[src/shared/rrs_pkg.sv]
// Constants and types for the return, rotate and subtract execution unit
// Contract
// - Plain return pops stack top into program counter, two instruction cycles.
// - Literal return loads its 8-bit immediate, 0 to 255, into working register.
// - Literal return also reloads program counter from stack top; one word, two cycles.
// - Rotate left: old carry into bit 0, old bit 7 becomes carry.
// - Rotate left destination 0 writes working register, 1 writes file register.
// - Rotate right: old carry into bit 7, old bit 0 becomes carry.
// - Rotate right destination 0 writes working register, 1 writes file register.
// - Subtract from literal: literal minus working register, stored in working register.
// - Carry and digit carry clear when working register exceeds literal, per width.
package rrs_pkg;
	localparam int RRS_DATA_W = 8;
	localparam int RRS_PC_W   = 15;
	localparam int RRS_FADR_W = 7;
	localparam int RRS_NIB_HI = 3;
	localparam int RRS_MSB    = 7;
	localparam logic [7:0] RRS_W_RST    = 8'h00;
	localparam logic [7:0] RRS_ZERO8    = 8'h00;
	localparam logic [1:0] RRS_RET_CYC  = 2'h2;
	localparam logic       RRS_DEST_W   = 1'h0;
	localparam logic       RRS_DEST_F   = 1'h1;

	// Instruction selector presented with each issue strobe
	typedef enum logic [2:0] {
		RRS_OP_NONE,
		RRS_OP_RETURN,
		RRS_OP_LITERAL_RETURN,
		RRS_OP_ROTATE_LEFT,
		RRS_OP_ROTATE_RIGHT,
		RRS_OP_LITERAL_MINUS_WORK
	} rrs_op_t;
endpackage

[src/rtl/rrs_status_reg.sv]
// Status flag holder: carry, digit carry and zero with per-flag write enables
module rrs_status_reg
	import rrs_pkg::*;
(
	// Clock and reset
	input  wire logic ref_clk_i,
	input  wire logic rstn_i,
	// Flag updates
	input  wire logic c_we_i,
	input  wire logic c_i,
	input  wire logic dc_we_i,
	input  wire logic dc_i,
	input  wire logic z_we_i,
	input  wire logic z_i,
	// Flag state
	output logic      c_o,
	output logic      dc_o,
	output logic      z_o
);
	logic c_next;
	logic dc_next;
	logic z_next;

	// Flags without a write enable hold their value
	always_comb begin
		c_next  = c_we_i  ? c_i  : c_o;
		dc_next = dc_we_i ? dc_i : dc_o;
		z_next  = z_we_i  ? z_i  : z_o;
	end

	always_ff @(posedge ref_clk_i or negedge rstn_i) begin
		if (!rstn_i) begin
			c_o  <= 1'b0;
			dc_o <= 1'b0;
			z_o  <= 1'b0;
		end else begin
			c_o  <= c_next;
			dc_o <= dc_next;
			z_o  <= z_next;
		end
	end
endmodule

[src/rtl/rrs_exec.sv]
// Execution unit for return, literal return, rotates through carry and subtract from literal
module rrs_exec
	import rrs_pkg::*;
(
	// Clock and reset
	input  wire logic                  ref_clk_i,
	input  wire logic                  rstn_i,
	// Instruction issue
	input  wire logic                  issue_i,
	input  wire rrs_op_t               op_i,
	input  wire logic [RRS_DATA_W-1:0] literal_i,
	input  wire logic                  dest_sel_i,
	input  wire logic [RRS_FADR_W-1:0] file_addr_i,
	// File register read data and stack top
	input  wire logic [RRS_DATA_W-1:0] file_rdata_i,
	input  wire logic [RRS_PC_W-1:0]   stack_top_entry_i,
	// Core state
	output logic [RRS_DATA_W-1:0]      work_o,
	output logic                       carry_o,
	output logic                       digit_carry_flag_o,
	output logic                       zero_o,
	// File register write back
	output logic                       file_we_o,
	output logic [RRS_FADR_W-1:0]      file_waddr_o,
	output logic [RRS_DATA_W-1:0]      file_wdata_o,
	// Program flow
	output logic                       stack_pop_o,
	output logic                       pc_load_o,
	output logic [RRS_PC_W-1:0]        pc_o,
	output logic                       busy_o,
	output logic                       done_o
);
	typedef enum logic {
		RRS_ST_IDLE,
		RRS_ST_RET2
	} rrs_state_t;

	rrs_state_t            state_reg, state_next;
	logic [RRS_DATA_W-1:0] work_reg, work_next;
	logic                  fwe_reg, fwe_next;
	logic [RRS_FADR_W-1:0] fadr_reg, fadr_next;
	logic [RRS_DATA_W-1:0] fdat_reg, fdat_next;
	logic                  pop_reg, pop_next;
	logic                  pcld_reg, pcld_next;
	logic [RRS_PC_W-1:0]   pc_reg, pc_next;
	logic                  done_reg, done_next;
	logic                  busy_reg, busy_next;
	logic                  c_we, c_new, dc_we, dc_new, z_we, z_new;
	logic [RRS_DATA_W-1:0] rot_res;
	logic [RRS_DATA_W-1:0] diff;
	logic                  c_cur, dc_cur, z_cur;

	// Unsigned no-borrow test, shared by carry and digit carry
	function automatic logic not_above(input logic [RRS_DATA_W-1:0] w, input logic [RRS_DATA_W-1:0] k);
		not_above = (w <= k);
	endfunction

	// Next state of the execution sequencer and all result registers
	always_comb begin
		state_next = state_reg;
		work_next  = work_reg;
		fwe_next   = 1'b0;
		fadr_next  = fadr_reg;
		fdat_next  = fdat_reg;
		pop_next   = 1'b0;
		pcld_next  = 1'b0;
		pc_next    = pc_reg;
		done_next  = 1'b0;
		busy_next  = 1'b0;
		c_we       = 1'b0;
		c_new      = c_cur;
		dc_we      = 1'b0;
		dc_new     = dc_cur;
		z_we       = 1'b0;
		z_new      = z_cur;
		rot_res    = RRS_ZERO8;
		diff       = literal_i - work_reg;
		unique case (state_reg)
			RRS_ST_IDLE: begin
				if (issue_i) begin
					unique case (op_i)
						RRS_OP_RETURN: begin
							pop_next   = 1'b1;
							pcld_next  = 1'b1;
							pc_next    = stack_top_entry_i;
							state_next = RRS_ST_RET2;
							busy_next  = 1'b1;
						end
						RRS_OP_LITERAL_RETURN: begin
							work_next  = literal_i;
							pop_next   = 1'b1;
							pcld_next  = 1'b1;
							pc_next    = stack_top_entry_i;
							state_next = RRS_ST_RET2;
							busy_next  = 1'b1;
						end
						RRS_OP_ROTATE_LEFT: begin
							rot_res = {file_rdata_i[RRS_MSB-1:0], c_cur};
							c_we    = 1'b1;
							c_new   = file_rdata_i[RRS_MSB];
							if (dest_sel_i == RRS_DEST_F) begin
								fwe_next  = 1'b1;
								fadr_next = file_addr_i;
								fdat_next = rot_res;
							end else begin
								work_next = rot_res;
							end
							done_next = 1'b1;
						end
						RRS_OP_ROTATE_RIGHT: begin
							rot_res = {c_cur, file_rdata_i[RRS_MSB:1]};
							c_we    = 1'b1;
							c_new   = file_rdata_i[0];
							if (dest_sel_i == RRS_DEST_F) begin
								fwe_next  = 1'b1;
								fadr_next = file_addr_i;
								fdat_next = rot_res;
							end else begin
								work_next = rot_res;
							end
							done_next = 1'b1;
						end
						RRS_OP_LITERAL_MINUS_WORK: begin
							work_next = diff;
							c_we   = 1'b1;
							c_new  = not_above(work_reg, literal_i);
							dc_we  = 1'b1;
							dc_new = not_above({{(RRS_DATA_W-RRS_NIB_HI-1){1'b0}}, work_reg[RRS_NIB_HI:0]},
								{{(RRS_DATA_W-RRS_NIB_HI-1){1'b0}}, literal_i[RRS_NIB_HI:0]});
							z_we  = 1'b1;
							z_new = (diff == RRS_ZERO8);
							done_next = 1'b1;
						end
						default: begin
							done_next = 1'b0;
						end
					endcase
				end
			end
			RRS_ST_RET2: begin
				// Second return cycle; issue is ignored here as the pipe refetches
				state_next = RRS_ST_IDLE;
				done_next  = 1'b1;
			end
		endcase
	end

	// Result and sequencer registers
	always_ff @(posedge ref_clk_i or negedge rstn_i) begin
		if (!rstn_i) begin
			state_reg <= RRS_ST_IDLE;
			work_reg  <= RRS_W_RST;
			fwe_reg   <= 1'b0;
			fadr_reg  <= '0;
			fdat_reg  <= RRS_ZERO8;
			pop_reg   <= 1'b0;
			pcld_reg  <= 1'b0;
			pc_reg    <= '0;
			done_reg  <= 1'b0;
			busy_reg  <= 1'b0;
		end else begin
			state_reg <= state_next;
			work_reg  <= work_next;
			fwe_reg   <= fwe_next;
			fadr_reg  <= fadr_next;
			fdat_reg  <= fdat_next;
			pop_reg   <= pop_next;
			pcld_reg  <= pcld_next;
			pc_reg    <= pc_next;
			done_reg  <= done_next;
			busy_reg  <= busy_next;
		end
	end

	// Status flags; each op raises only the enables of the flags it owns, so rotates leave digit carry and zero alone
	rrs_status_reg u_status (
		.ref_clk_i (ref_clk_i),
		.rstn_i    (rstn_i),
		.c_we_i    (c_we),
		.c_i       (c_new),
		.dc_we_i   (dc_we),
		.dc_i      (dc_new),
		.z_we_i    (z_we),
		.z_i       (z_new),
		.c_o       (c_cur),
		.dc_o      (dc_cur),
		.z_o       (z_cur)
	);

	// Outputs straight from flip-flops
	assign work_o             = work_reg;
	assign carry_o            = c_cur;
	assign digit_carry_flag_o = dc_cur;
	assign zero_o             = z_cur;
	assign file_we_o          = fwe_reg;
	assign file_waddr_o       = fadr_reg;
	assign file_wdata_o       = fdat_reg;
	assign stack_pop_o        = pop_reg;
	assign pc_load_o          = pcld_reg;
	assign pc_o               = pc_reg;
	assign busy_o             = busy_reg;
	assign done_o             = done_reg;
endmodule

[config.mk]
export PLATFORM = sky130hd
export DESIGN_NAME = rrs_exec
export DESIGN_NICKNAME = d
export VERILOG_FILES = /design/src/shared/rrs_pkg.sv /design/src/rtl/rrs_status_reg.sv /design/src/rtl/rrs_exec.sv
export SDC_FILE = /design/constraint.sdc
export NUM_CORES = 1
export LEC_CHECK = 0
export ABC_CLOCK_PERIOD_IN_PS = 4600
export BUFFER_PORTS_ARGS = -buffer_cell sky130_fd_sc_hd__buf_2
export CAP_MARGIN = 25
export CORE_ASPECT_RATIO = 1.75
export CORE_MARGIN = 4
export CORE_UTILIZATION = 40
export CTS_CLUSTER_SIZE = 24
export DETAILED_ROUTE_END_ITERATION = 7
export PLACE_DENSITY = 0.75
export SYNTH_ARGS = -nofsm -noshare
export SYNTH_HDL_FRONTEND = slang
export SYNTH_HIERARCHICAL = 1
export SYNTH_SLANG_ARGS = --single-unit
[constraint.sdc]
create_clock -name ref_clk_i -period 4.6 [get_ports ref_clk_i]
set_clock_uncertainty 0.15 [all_clocks]
set_input_delay 1.15 -clock ref_clk_i [delete_from_list [all_inputs] [get_ports ref_clk_i]]
set_output_delay 1.15 -clock ref_clk_i [all_outputs]
set_load 0.02 [all_outputs]
==> metrics.md <==
| Metric | Value |
|---|---|
| Placed cell area | approximately 3100 sq um |
| CP max stage delay | approximately 0.40 ns |
| Input/output buffers | 90 |
| Buffers & Inverters on Critical Path | 3 |
| Top area cells in the synthesized netlist | dfrtp_1 41%, nand2_1 9.6%, ha_1 6.0% |
| Remaining Overflow, GRT | 0 |
| Setup tns final | 0 ns |
| HP Class | reg -> reg |
| Status | finished, final reports clean |
| H-tree levels | 2 |
| CP startpoint | literal_i[0] |
| CP endpoint kind | flip-flop |
| Hold buffers post-CTS | 0 |
| Layout area overhead | 23.8% |
| Critical path peak fanout | 3 |
| Yosys warns | 6 |
| CP cell instances | buf_2 > inv_1 > ha_1 > inv_1 > fa_1 > a21o_1 > a211oi_1 > xnor2_1 > a21o_1 > o21ai_1 > mux2_4 |
| I/O Pins | between 90 and 100 |
| Slowest CP cell | fa_1 |
| Max-cap viol count | 0 |
| Diode count | 0 |
| Least-Margin Pin Slew | 0.805 ns |
| Final Core Density | 50.9% |
| Tot Pwr | between 1500 and 2000 uW |
| Pwr dens | approximately 470 nW/um^2 |
| Final Slew Violations | 0 |
| Final wirelength | between 7000 and 8000 um |
| Post-CTS Setup Inserts | 0 |
| DR vias/cell | roughly 5.3 |
| Detailed Route Iter0 Violations | between 80 and 90 |
| Die ar. | between 8000 and 9000 sq um |
| Starting Density | roughly two fifths |
| Hold Crit Depth | 2 |
| Clk pin slew, worst setup/hold paths | around 0.070 ns |
| Worst hold start | pc_o[0]$_DFFE_PN0P_ |
| Die X | between 60 and 70 um |
| Post-Syn Area per Cell | approximately 9 sq um |
| Vias in the first global route | between 2000 and 3000 |
| Row cnt | 39 |
| Cells after DPL | around 460 |
| Max IR drop VDD | roughly 0.00034 V |
| Synthesized area | about 2700 sq um |
| Post-route design area | between 3000 and 4000 sq um |
| RSZ-0062 raised after global routing | false |
| Via count | 2456 |
| Post-synth top flop | dfrtp_1 |
| Leading area contributor after synthesis | dfrtp_1 |
| Relative slew margins | 46.3% |
| Logic depth of the worst path, buffers included | 11 |
| Non-Filler Instances | between 400 and 500 |
| Die H | roughly 120 um |
| Min cycle time layout | between 3 and 4 ns |
| Global-route wire length before repair | approximately 12000 um |
| Syn Inst Count | 300 |
| Final hold viol count | 0 |
| Delay-heaviest family, CP | compound AO/OA/AOI/OAI gates |
| Initial antenna violation count | 0 |
| Crit path DAT | roughly 3.1 ns |
| CP startpoint kind | input pin |
| Dpl hpwl | ~5500 um |
| Final setup vio count | 0 |
| CTS resizes | 0 |
| Largest net degree at the start of global routing | 45 |
| Sink Count | between 40 and 50 |
| Routability Congestion | 0.881 |
| Yosys cell types | 43 |
| Pre-Repair DR Iteration Count | 4 |
| Top cell type's share of synthesized area | roughly two fifths |
| Worst EP required | roughly 4.6 ns |
| Wirelength per Cell | 15.4 um |
| EDFF count, synth | 0 |
| Register bit total from synthesis | between 40 and 50 |
| Clock tree buffer depth | 2 |
| Total track usage | 18.1% |
| Post-Syn Nets | 359 |
| Setup CP Type | in -> reg |
| FILL cells | roughly 650 |
| R2R Path Start | work_o[0]$_DFFE_PN0P_ |
| Post-synthesis sequential area ratio | between 40% and 50% |
| Core area | around 6500 sq um |
| Root buffer cell | clkbuf_16 |
| CTS buffer count | 5 |
| Final ANT Viol Nets | 0 |
| Post-synth ARST share | 100% |
| Peak Freq | ~330 MHz |
| Clk_lat worst skew | 0.29 ns |
| Worst-case reg-to-reg path depth | 9 |
| Final nets | 440 |
| Layout cells sized above 1 | 30.1% |
| P_leak | about 0.0018 uW |
| Post-route DRC | 0 |
| Crit share post-route | 66.0% |
| CTS tree | done |
## Yosys cell counts, types with 5 or more instances
master and count:
nand2_1 69, dfrtp_1 44, inv_1 21, a21oi_1 19, o21ai_0 17, ha_1 13
mux2i_1 9, a211oi_1 8, nor2_1 8, clkbuf_1 7, mux2_2 6, mux2_4 6
nand3b_1 6, nor2b_1 6, a21o_1 5, buf_2 5
## stage by stage
stage / hold slack [ns] / worst slack, ns
after floorplan: 0.432 / 1.58
after global placement: 0.306 / 1.36
after detailed placement: 0.307 / 1.27
after CTS: 0.323 / 1.58
after global routing: 0.350 / 1.50
final: 0.318 / 1.56
## path summary, 6_finish.rpt
| path | to | slack (ns) |
|---|---|---|
| setup / recovery | u_status/z_o$_DFFE_PN0P_ | 1.56 |
| hold / removal | pc_o[0]$_DFFE_PN0P_ | 0.32 |
| setup reg to reg | u_status/z_o$_DFFE_PN0P_ | 2.19 |
| hold reg to reg | pc_o[0]$_DFFE_PN0P_ | 0.32 |
| max in group asynchronous | done_o$_DFF_PN0_ | 3.25 |
| min in group asynchronous | file_wdata_o[3]$_DFFE_PN0P_ | 0.58 |
## power breakdown
| part | leakage [uW] | internal, uW | total, uW | switching, uW |
|---|---|---|---|---|
| sequential | 0.000549 | 479 | 543 | 63.8 |
| combinational | 0.00114 | 234 | 601 | 367 |
| clock | 0.0000798 | 255 | 409 | 154 |
| total | 0.00177 | 968 | 1550 | 585 |
## layout make-up
class / count / area [sq um] / share of cell area, %
multi-input combinational: 216 / 1400 / 42.0
sequential: 44 / 1100 / 33.1
timing repair buffer: 92 / 478 / 14.4
clock buffer: 5 / 125 / 3.76
tap: 82 / 103 / 3.08
inverter: 22 / 82.6 / 2.48
clock inverter: 3 / 42.5 / 1.28
## sequential cells by signal, indices dropped and copies added (netlist names)
register / flops
u_status/z_o: 1
u_status/c_o: 1
file_we_o: 1
busy_o: 1
work_o: 8
done_o: 1
pc_o: 15
file_waddr_o: 7
file_wdata_o: 8
u_status/dc_o: 1
## metal layers
metal,part of all wire (%),wire length (um),track usage [%]
met3,5.9,418,4.22
met5,0,0,0
met4,4.9,346,11.4
met2,52,3710,32.8
met1,37,2660,18.8
## placed cells by master, fill, tap and decap left out, drive strengths merged, types with 6 or more instances in the layout
cell type  instances
buf               92
nand2             69
dfrtp             44
inv               22
a21oi             19
o21ai             19
ha                13
mux2              12
mux2i              9
a211oi             8
nor2               8
nand3b             6
nor2b              6
## cell families after synthesis
kind of cell,share of synthesized area [%]
buf+inv,7.07
fa+ha+maj,6.79
mux,9.21
flops,40.9
xor+xnor,1.30
compound gates,16.1
simple gates,18.6
## tightest hold or removal path, cell delays in order, from the launching register on
cell and delay [ns]:
dfrtp_1 0.34, nand2_1 0.05, nand2_1 0.05
Power figures use the tool's default switching activity.
